[src/uefp_pkg.sv]
// Package for the endpoint FIFO partition block: register map, field layout and types.
package uefp_pkg;

    // ----------------------------------------------------------------
    // Register map
    // ----------------------------------------------------------------
    localparam logic [11:0] UEFP_TX_SIZE_OFF = 12'h000;
    localparam logic [11:0] UEFP_RX_SIZE_OFF = 12'h004;
    localparam logic [11:0] UEFP_TX_START_OFF = 12'h008;
    localparam logic [11:0] UEFP_RX_START_OFF = 12'h00C;
    localparam logic [11:0] UEFP_TX_GEOM_OFF = 12'h010;
    localparam logic [11:0] UEFP_RX_GEOM_OFF = 12'h014;

    // ----------------------------------------------------------------
    // Field layout
    // ----------------------------------------------------------------
    localparam int UEFP_DBL_BIT = 4;
    localparam int UEFP_CODE_W = 4;
    localparam int UEFP_START_W = 13;
    localparam int UEFP_UNIT_SHIFT = 3;
    localparam int UEFP_SINGLE_EXP = 3;
    localparam int UEFP_DOUBLE_EXP = 4;
    localparam int UEFP_BYTE_ADDR_W = 16;
    localparam int UEFP_EXTENT_W = 20;
    localparam logic [31:0] UEFP_ZERO_WORD = 32'h0000_0000;
    localparam logic [3:0] UEFP_CODE_RST = 4'h0;
    localparam logic [12:0] UEFP_START_RST = 13'h0000;

    // ----------------------------------------------------------------
    // Types
    // ----------------------------------------------------------------
    typedef struct packed {
        logic double_buffer_select;
        logic [UEFP_CODE_W-1:0] fifo_size_code;
    } uefp_size_t;

    typedef struct packed {
        logic [UEFP_BYTE_ADDR_W-1:0] base;
        logic [UEFP_EXTENT_W-1:0] extent;
    } uefp_region_t;

    typedef enum logic [1:0] {
        UEFP_IDLE = 2'b00,
        UEFP_ACCESS = 2'b01
    } uefp_state_t;

endpackage

[src/uefp_partition.sv]
// APB register block that partitions the shared packet RAM among endpoint FIFOs.
module uefp_partition #(
    parameter int ADDR_W = 12
) (
    input wire logic mclk,
    input wire logic nrst,
    input wire logic psel,
    input wire logic penable,
    input wire logic pwrite,
    input wire logic [ADDR_W-1:0] paddr,
    input wire logic [31:0] pwdata,
    output logic [31:0] prdata,
    output logic pready,
    output logic pslverr,
    output uefp_pkg::uefp_region_t tx_region,
    output uefp_pkg::uefp_region_t rx_region,
    output logic [uefp_pkg::UEFP_EXTENT_W-1:0] tx_max_packet,
    output logic [uefp_pkg::UEFP_EXTENT_W-1:0] rx_max_packet
);
    import uefp_pkg::*;

    // Offsets are decoded from the low twelve address bits; wider buses would alias.
    if (ADDR_W < 5 || ADDR_W > 12) begin : g_addr_check
        $error("ADDR_W outside the range the register map decodes");
    end

    // ----------------------------------------------------------------
    // Configuration state
    // ----------------------------------------------------------------
    uefp_size_t tx_endpoint_fifo_size;
    uefp_size_t rx_endpoint_fifo_size;
    logic [UEFP_START_W-1:0] tx_endpoint_fifo_start;
    logic [UEFP_START_W-1:0] rx_endpoint_fifo_start;
    uefp_state_t state;

    // ----------------------------------------------------------------
    // Geometry arithmetic
    // ----------------------------------------------------------------
    // One packet of the given code; also the largest accepted packet.
    function automatic logic [UEFP_EXTENT_W-1:0] packet_bytes(input logic [UEFP_CODE_W-1:0] code);
        packet_bytes = UEFP_EXTENT_W'(1) << (UEFP_EXTENT_W'(code) + UEFP_EXTENT_W'(UEFP_SINGLE_EXP));
    endfunction

    function automatic logic [UEFP_EXTENT_W-1:0] footprint(input uefp_size_t cfg);
        if (cfg.double_buffer_select) begin
            footprint = UEFP_EXTENT_W'(1) << (UEFP_EXTENT_W'(cfg.fifo_size_code)
                + UEFP_EXTENT_W'(UEFP_DOUBLE_EXP));
        end else begin
            footprint = packet_bytes(cfg.fifo_size_code);
        end
    endfunction

    function automatic logic [UEFP_BYTE_ADDR_W-1:0] start_bytes(input logic [UEFP_START_W-1:0] units);
        start_bytes = UEFP_BYTE_ADDR_W'(units) << UEFP_UNIT_SHIFT;
    endfunction

    function automatic logic [31:0] size_word(input uefp_size_t cfg);
        size_word = {27'h0000000, cfg};
    endfunction

    // ----------------------------------------------------------------
    // APB decode
    // ----------------------------------------------------------------
    wire logic [11:0] offset = 12'(paddr);
    wire logic setup = psel && !penable;
    wire logic hit_tx_size = offset == UEFP_TX_SIZE_OFF;
    wire logic hit_rx_size = offset == UEFP_RX_SIZE_OFF;
    wire logic hit_tx_start = offset == UEFP_TX_START_OFF;
    wire logic hit_rx_start = offset == UEFP_RX_START_OFF;
    wire logic hit_tx_geom = offset == UEFP_TX_GEOM_OFF;
    wire logic hit_rx_geom = offset == UEFP_RX_GEOM_OFF;
    wire logic mapped = hit_tx_size || hit_rx_size || hit_tx_start || hit_rx_start || hit_tx_geom || hit_rx_geom;
    // Geometry words are read-only; writing them is refused.
    wire logic bad = !mapped || (pwrite && (hit_tx_geom || hit_rx_geom));
    wire logic wr_ok = psel && penable && pwrite && !bad;
    wire uefp_size_t wr_size = uefp_size_t'(pwdata[UEFP_DBL_BIT:0]);
    wire logic [UEFP_START_W-1:0] wr_start = pwdata[UEFP_START_W-1:0];

    wire uefp_region_t next_tx_region = '{start_bytes(tx_endpoint_fifo_start),
        footprint(tx_endpoint_fifo_size)};
    wire uefp_region_t next_rx_region = '{start_bytes(rx_endpoint_fifo_start),
        footprint(rx_endpoint_fifo_size)};

    wire logic [31:0] geom_tx = {12'h000, next_tx_region.extent};
    wire logic [31:0] geom_rx = {12'h000, next_rx_region.extent};
    wire logic [31:0] next_prdata =
        (pwrite || bad) ? UEFP_ZERO_WORD :
        hit_tx_size ? size_word(tx_endpoint_fifo_size) :
        hit_rx_size ? size_word(rx_endpoint_fifo_size) :
        hit_tx_start ? {19'h00000, tx_endpoint_fifo_start} :
        hit_rx_start ? {19'h00000, rx_endpoint_fifo_start} :
        hit_tx_geom ? geom_tx : geom_rx;

    // ----------------------------------------------------------------
    // Bus state: setup is taken, the answer stands during the access.
    // ----------------------------------------------------------------
    // The answer is launched at the setup edge; the write waits for the access edge where pready is seen.
    always_ff @(posedge mclk or negedge nrst) begin
        if (!nrst) begin
            state <= UEFP_IDLE;
            pready <= 1'b0;
            pslverr <= 1'b0;
            prdata <= UEFP_ZERO_WORD;
        end else begin
            case (state)
                UEFP_IDLE: begin
                    if (setup) begin
                        state <= UEFP_ACCESS;
                        pready <= 1'b1;
                        pslverr <= bad;
                        prdata <= next_prdata;
                    end
                end
                UEFP_ACCESS: begin
                    state <= UEFP_IDLE;
                    pready <= 1'b0;
                    pslverr <= 1'b0;
                    prdata <= UEFP_ZERO_WORD;
                end
                default: begin
                    state <= UEFP_IDLE;
                    pready <= 1'b0;
                    pslverr <= 1'b0;
                end
            endcase
        end
    end

    always_ff @(posedge mclk or negedge nrst) begin
        if (!nrst) begin
            tx_endpoint_fifo_size <= '{1'b0, UEFP_CODE_RST};
            rx_endpoint_fifo_size <= '{1'b0, UEFP_CODE_RST};
            tx_endpoint_fifo_start <= UEFP_START_RST;
            rx_endpoint_fifo_start <= UEFP_START_RST;
        end else if (wr_ok && state == UEFP_ACCESS) begin
            if (hit_tx_size) tx_endpoint_fifo_size <= wr_size;
            if (hit_rx_size) rx_endpoint_fifo_size <= wr_size;
            if (hit_tx_start) tx_endpoint_fifo_start <= wr_start;
            if (hit_rx_start) rx_endpoint_fifo_start <= wr_start;
        end
    end

    // ----------------------------------------------------------------
    // Region outputs, registered one cycle behind the fields.
    // ----------------------------------------------------------------
    // Overlap between regions is software's to prevent; nothing here checks it.
    always_ff @(posedge mclk or negedge nrst) begin
        if (!nrst) begin
            tx_region <= '0;
            rx_region <= '0;
            tx_max_packet <= '0;
            rx_max_packet <= '0;
        end else begin
            tx_region <= next_tx_region;
            rx_region <= next_rx_region;
            tx_max_packet <= packet_bytes(tx_endpoint_fifo_size.fifo_size_code);
            rx_max_packet <= packet_bytes(rx_endpoint_fifo_size.fifo_size_code);
        end
    end

endmodule

[config.mk]
export PLATFORM = sky130hd
export DESIGN_NAME = uefp_partition
export DESIGN_NICKNAME = d
export VERILOG_FILES = /design/src/uefp_pkg.sv /design/src/uefp_partition.sv
export SDC_FILE = /design/constraint.sdc
export NUM_CORES = 1
export LEC_CHECK = 0
export ABC_AREA = 0
export BUFFER_PORTS_ARGS = -buffer_cell sky130_fd_sc_hd__clkbuf_2
export CORE_UTILIZATION = 35
export DETAILED_ROUTE_END_ITERATION = 8
export MAX_ROUTING_LAYER = met4
export PLACE_DENSITY = 0.55
export SLEW_MARGIN = 20
export SYNTH_ARGS = -nofsm -noshare
export SYNTH_HDL_FRONTEND = slang
export SYNTH_SLANG_ARGS = --single-unit
[constraint.sdc]
create_clock -name mclk -period 2.3 [get_ports mclk]
set_input_delay 0.46 -clock mclk [delete_from_list [all_inputs] [get_ports mclk]]
set_output_delay 0.46 -clock mclk [all_outputs]
set_load 0.03 [all_outputs]
======== Word level (Yosys, flattened, before mapping) ========
Cells that the tools add are included.
operators by class
  add/sub/neg operators ................... 4
  eq/ne operators ......................... 7
  shift operators ......................... 4
  mux-type cells .......................... 16
  reductions and logical operators ........ 25
operators with widths
  kind                                                                number
  20-bit two-way mux                                                  8
  1-bit by 5-bit << shifter with 20-bit output, first input constant  4
  32-bit case mux with 2 select lines                                 1
  32-bit two-way mux                                                  1
  12-bit by 4-bit == test with 1-bit output, second input constant    2
  12-bit by 5-bit == test with 1-bit output, second input constant    2
  12-bit by 3-bit == test with 1-bit output, second input constant    1
  12-bit logical NOT                                                  1
  4-bit by 2-bit adder with 5-bit output, second input constant       2
  4-bit by 3-bit adder with 5-bit output, second input constant       2
  2-bit AND reduction                                                 5
  1-bit logical OR                                                    8
  1-bit logical AND                                                   6
  1-bit two-way mux                                                   4
  2-bit two-way mux                                                   2
  1-bit logical NOT                                                   3
  2-bit by 1-bit == test with 1-bit output, second input constant     1
  2-bit logical NOT                                                   1
  2-bit inequality test, second input constant                        1
  2-bit nonzero test                                                  1
word-level totals
  register bits after elaboration ......... 178
  bits of input ports ..................... 49
  output and inout port bits .............. 146
  logic and storage cells ................. 72

======== Longest topological paths before layout ========
  word-level depth ........................ 12
  mapped depth ............................ 7
  gate-level depth less buffers ........... 6

======== Least setup slack after synthesis ========
No wires, ideal clock.
  path kind ............................... input to register
  start ................................... input port paddr[5]
  end ..................................... register tx_endpoint_fifo_start[10]
  setup time .............................. 125 ps
  data arrival time ....................... 1869 ps
  required time ........................... 2175 ps
  setup slack ............................. 306 ps
  cell stages on the path ................. 5
  buffers on the path ..................... 1
  cell sequence ........................... nor4_2 > nand3_4 > nor4_4 > buf_6 > mux2_4
between the ends
  longest elaborated chain between the ends .. 12
  elaborated cells between the ends (all ways) .. 19
  classes of those cells .................. eq/ne (5); reduce/logical (14)
ends and longest elaborated chain
  item                                                                                    RTL line                                    RTL
  start: declaration                                                                      uefp_partition.sv:10                        input wire logic [ADDR_W-1:0] paddr,
  12-bit by 3-bit == test with 1-bit output / 12-bit logical NOT (equally long branches)  uefp_partition.sv:67, uefp_partition.sv:66
  1-bit logical OR (5 in a row)                                                           uefp_partition.sv:72                        wire logic mapped = hit_tx_size || hit_rx_size || hit_tx_start || hit_rx_start || hit_tx_geom || hit_rx_geom;
  1-bit logical NOT                                                                       uefp_partition.sv:74                        wire logic bad = !mapped || (pwrite && (hit_tx_geom || hit_rx_geom));
  1-bit logical OR                                                                        uefp_partition.sv:74
  1-bit logical NOT                                                                       uefp_partition.sv:75                        wire logic wr_ok = psel && penable && pwrite && !bad;
  1-bit logical AND                                                                       uefp_partition.sv:75
  1-bit logical AND                                                                       uefp_partition.sv:135                       end else if (wr_ok && state == UEFP_ACCESS) begin
  2-bit AND reduction (no line) *                                                         -
  end signal: assignment                                                                  uefp_partition.sv:138                       if (hit_tx_start) tx_endpoint_fifo_start <= wr_start;
  end: declaration                                                                        uefp_partition.sv:32                        logic [UEFP_START_W-1:0] tx_endpoint_fifo_start;
Mark *: on every way between the ends. The rest lies on a longest branch, timed or not.
A chain may end at the register's enable or synchronous reset.

======== Worst setup path after layout ========
  start ................................... register tx_endpoint_fifo_size[2] (netlist name)
  end ..................................... register prdata[6]
between the ends
  longest elaborated chain between the ends .. 11
  elaborated cells between the ends (all ways) .. 13
  classes of those cells .................. add/sub (2); shift (2); mux (9)
ends and longest elaborated chain
  item                                                                                                     RTL line                                    RTL
  start: declaration                                                                                       uefp_partition.sv:30                        uefp_size_t tx_endpoint_fifo_size;
  start signal: assignment                                                                                 uefp_partition.sv:131                       tx_endpoint_fifo_size <= '{1'b0, UEFP_CODE_RST};
  start signal: assignment                                                                                 uefp_partition.sv:136                       if (hit_tx_size) tx_endpoint_fifo_size <= wr_size;
  4-bit by 2-bit adder with 5-bit output / 4-bit by 3-bit adder with 5-bit output (equally long branches)  uefp_partition.sv:41, uefp_partition.sv:47
  1-bit by 5-bit << shifter with 20-bit output (on tied branches)                                          uefp_partition.sv:41, uefp_partition.sv:46
  20-bit two-way mux *                                                                                     uefp_partition.sv:45                        if (cfg.double_buffer_select) begin
  20-bit two-way mux *                                                                                     uefp_partition.sv:92                        hit_tx_geom ? geom_tx : geom_rx;
  20-bit two-way mux *                                                                                     uefp_partition.sv:91                        hit_rx_start ? {19'h00000, rx_endpoint_fifo_start} :
  20-bit two-way mux *                                                                                     uefp_partition.sv:90                        hit_tx_start ? {19'h00000, tx_endpoint_fifo_start} :
  20-bit two-way mux *                                                                                     uefp_partition.sv:89                        hit_rx_size ? size_word(rx_endpoint_fifo_size) :
  20-bit two-way mux *                                                                                     uefp_partition.sv:88                        hit_tx_size ? size_word(tx_endpoint_fifo_size) :
  20-bit two-way mux *                                                                                     uefp_partition.sv:87                        (pwrite || bad) ? UEFP_ZERO_WORD :
  32-bit two-way mux *                                                                                     uefp_partition.sv:107                       if (setup) begin
  32-bit case mux with 2 select lines *                                                                    uefp_partition.sv:105                       case (state)
  end signal: assignment                                                                                   uefp_partition.sv:111                       prdata <= next_prdata;
  end: declaration                                                                                         uefp_partition.sv:12                        output logic [31:0] prdata,
Mark *: on every way between the ends. The rest lies on a longest branch, timed or not. The select of a mux whose other input is x is not followed.

==> impl_metrics.env <==
export IMPL_outcome="finished clean"
export IMPL_seqPwrFrac=0.468
export IMPL_relSlewSlack=0.652
export IMPL_async_reset_ff_frac=1.00
export IMPL_final_cells=1024
export IMPL_antenna_found_initial=1
export IMPL_worstHoldPathType="input port to flip-flop"
export IMPL_drt_wl_total_um=18700
export IMPL_cts_tree="built"
export IMPL_root_buffer="clkbuf_16"
export IMPL_leakagePower_nw=4.50
export IMPL_ant_nets=0
export IMPL_syn_area_per_cell_um2=12.1
export IMPL_cts_max_path_buffers=2
export IMPL_worstSetupPathType="flip-flop to flip-flop"
export IMPL_worstPathCellList="ha_1 > nor3b_1 > nor2_1 > or3_1 > a21oi_1 > buf_4 > a221o_1"
export IMPL_swShare=0.239
export IMPL_post_route_period_util=0.914
export IMPL_ys_warnings_count=0
export IMPL_synth_edff_count=0
export IMPL_cp_slowest_stage_delay_ps=390
export IMPL_firstDrtPassIters=5
export IMPL_ioPinCount=195
export IMPL_netlist_area_um2=6790
export IMPL_synth_top_cells_by_area="dfrtp_1, mux2_4, mux2_2"
export IMPL_drv_cap=0
export IMPL_layout_drive_gt1_share=0.388
export IMPL_finalSetupTns_ps=0
export IMPL_synth_top_cells_by_count="dfrtp_1, nor2_1, nand2_1, o21ai_0, nor3_1"
export IMPL_cellPowerDensity_nw_per_um2=708
export IMPL_fin_crit_ps=2100
export IMPL_p_int_mw=4.71
export IMPL_cp_required_ps=2680
export IMPL_nets=801
export IMPL_h_tree_depth=4
export IMPL_place_gp_congestion=0.900
export IMPL_die_y_um=141
export IMPL_grt_ovfl_total=0
export IMPL_first_global_vias=5130
export IMPL_clock_skew_ps=10.5
export IMPL_crit_fanout=5
export IMPL_endpoint_kind="flip-flop"
export IMPL_synth_seq_cells=164
export IMPL_grt_max_degree=52
export IMPL_crit_path_top_delay_cell="dfrtp_1"
export IMPL_core_um2=18800
export IMPL_nFillCells=1795
export IMPL_tightestPinTransition_ps=522
export IMPL_crit_arrival_ps=2480
export IMPL_clock_sinks=164
export IMPL_grt_setup_unrepaired="no"
export IMPL_drt_iter0_drc=334
export IMPL_cts_clk_slew_worst_paths_ps=70
export IMPL_yosysMostFrequentCell="dfrtp_1"
export IMPL_wire_per_inst_um=18.3
export IMPL_finalMaxSlewViolations=0
export IMPL_port_buffers=157
export IMPL_pwr_share_comb=0.038
export IMPL_die_w_um=141
export IMPL_synth_top_cell_area_share=0.605
export IMPL_post_cts_buffers=0
export IMPL_dieArea_um2=19900
export IMPL_clock_fmax_ghz=0.476
export IMPL_synth_seq_area_share=0.605
export IMPL_rows=50
export IMPL_num_vias=5018
export IMPL_synth_top_flop_cell="dfrtp_1"
export IMPL_cts_buffers=17
export IMPL_grtUsageTotal=0.204
export IMPL_switchingPower_mw=1.48
export IMPL_clock_latency_ps=440
export IMPL_synth_top_area_cell="dfrtp_1"
export IMPL_initial_core_util=0.360
export IMPL_dp_cells=990
export IMPL_grt_pass1_wl_um=29200
export IMPL_drc=0
export IMPL_setup_viol_count_final=0
export IMPL_irDropWorstVdd_uv=546
export IMPL_post_dp_hpwl_um=13900
export IMPL_hold_viol=0
export IMPL_startpoint_type="flip-flop"
export IMPL_synth_cell_types=64
export IMPL_power_frac_clock=0.494
export IMPL_syn_instance_count=561
export IMPL_vias_per_cell=4.90
export IMPL_syn_to_final_growth_pct=28.7
-- flip-flops by register name, indices dropped and copies added (netlist names) --
signal,cells
tx_endpoint_fifo_start,13
rx_endpoint_fifo_start,13
rx_region,33
rx_max_packet,20
prdata,20
tx_max_packet,20
tx_region,33
pslverr,1
rx_endpoint_fifo_size,5
state,1
tx_endpoint_fifo_size,5
-- power groups by stage --
stage / clock, mW / combinational (mW) / sequential, mW
5_1_grt: 3.26 / 0.261 / 2.89
2_1_floorplan: 0 / 0.112 / 2.96
3_5_place_dp: 0 / 0.240 / 2.95
4_1_cts: 3.13 / 0.242 / 2.89
3_3_place_gp: 0 / 0.235 / 2.95
6_report: 3.06 / 0.237 / 2.89
-- cell type report --
type,count,area [um^2],area share
multi-input cells,359,2450,0.281
clock inverters,15,210,0.0241
inverters,7,26.3,0.00301
well taps,260,325,0.0372
clock buffers,17,425,0.0487
flip-flops and latches,164,4100,0.470
diodes,1,2.50,0.000286
repair buffers,201,1190,0.136
-- cells by family after synthesis --
family	share of synthesized area
buf+inv	0.0450
compound gates	0.0780
simple gates	0.158
mux	0.109
fa+ha+maj	0.00369
flops	0.605
xor+xnor	0.00129
other cells	0.000553
-- final timing paths --
check	startpoint	endpoint	slack (ps)	cells past startpoint
max	tx_endpoint_fifo_size[2]$_DFFE_PN0P_	prdata[6]$_DFFE_PN0P_	200	7
max in group asynchronous	nrst	rx_max_packet[12]$_DFF_PN0_	1110	3
max reg2reg	tx_endpoint_fifo_size[2]$_DFFE_PN0P_	prdata[6]$_DFFE_PN0P_	200	7
min reg2reg	tx_endpoint_fifo_start[8]$_DFFE_PN0P_	tx_region[31]$_DFF_PN0_	410	0
min in group asynchronous	nrst	rx_region[31]$_DFF_PN0_	540	2
min	pwdata[10]	tx_endpoint_fifo_start[10]$_DFFE_PN0P_	270	2
-- per-layer routing --
| layer | track usage | share of wire | vias to the layer above |
|---|---|---|---|
| li1 | - | - | 2319 |
| met1 | 0.268 | 0.46 | 2505 |
| met2 | 0.311 | 0.47 | 175 |
| met3 | 0.0560 | 0.057 | 19 |
| met4 | 0.0555 | 0.014 | 0 |
| met5 | - | 0 | - |
-- critical path, delay by kind of cell (launching register included) --
family / cells / cell delay, ps
buffers and inverters: 1 / 170
flip-flops: 1 / 390
adder cells (fa/ha/maj): 1 / 360
AO/OA/AOI/OAI: 2 / 320
AND/OR/NAND/NOR: 3 / 800
-- stage by stage --
stage / cell area (um^2) / util / worst slack, ps / hold slack, ps / power [mW]
2_1_floorplan: 6860 / - / 306 / 164 / 3.07
3_3_place_gp: 8080 / 0.429 / 1.66 / 379 / 3.18
3_5_place_dp: 8080 / 0.429 / -8.10 / 386 / 3.19
4_1_cts: 8730 / 0.463 / 202 / 252 / 6.26
5_1_grt: 8730 / 0.464 / 7.85 / 255 / 6.41
6_report: 8730 / 0.464 / 198 / 271 / 6.18
-- what timing repair did --
item,CTS,global route
gates resized for setup,0,1
endpoints found under the hold margin,47,0
hold buffers,1,0
endpoints found under the setup margin,0,1
-- cells in the final DEF (no fill, tap or decap), types with 5 or more instances in the layout --
| cell | n |
|---|---|
| a21oi_1 | 9 |
| a22oi_1 | 6 |
| and3_1 | 6 |
| buf_12 | 5 |
| buf_4 | 38 |
| clkbuf_16 | 17 |
| clkbuf_2 | 156 |
| conb_1 | 20 |
| dfrtp_1 | 164 |
| inv_1 | 7 |
| inv_6 | 5 |
| mux2_2 | 24 |
| mux2_4 | 20 |
| mux2i_1 | 9 |
| nand2_1 | 36 |
| nand2b_1 | 12 |
| nand3_1 | 5 |
| nor2_1 | 68 |
| nor3_1 | 26 |
| nor3b_1 | 8 |
| o21ai_0 | 27 |
| or3_1 | 5 |
Power figures use the tool's default switching activity.
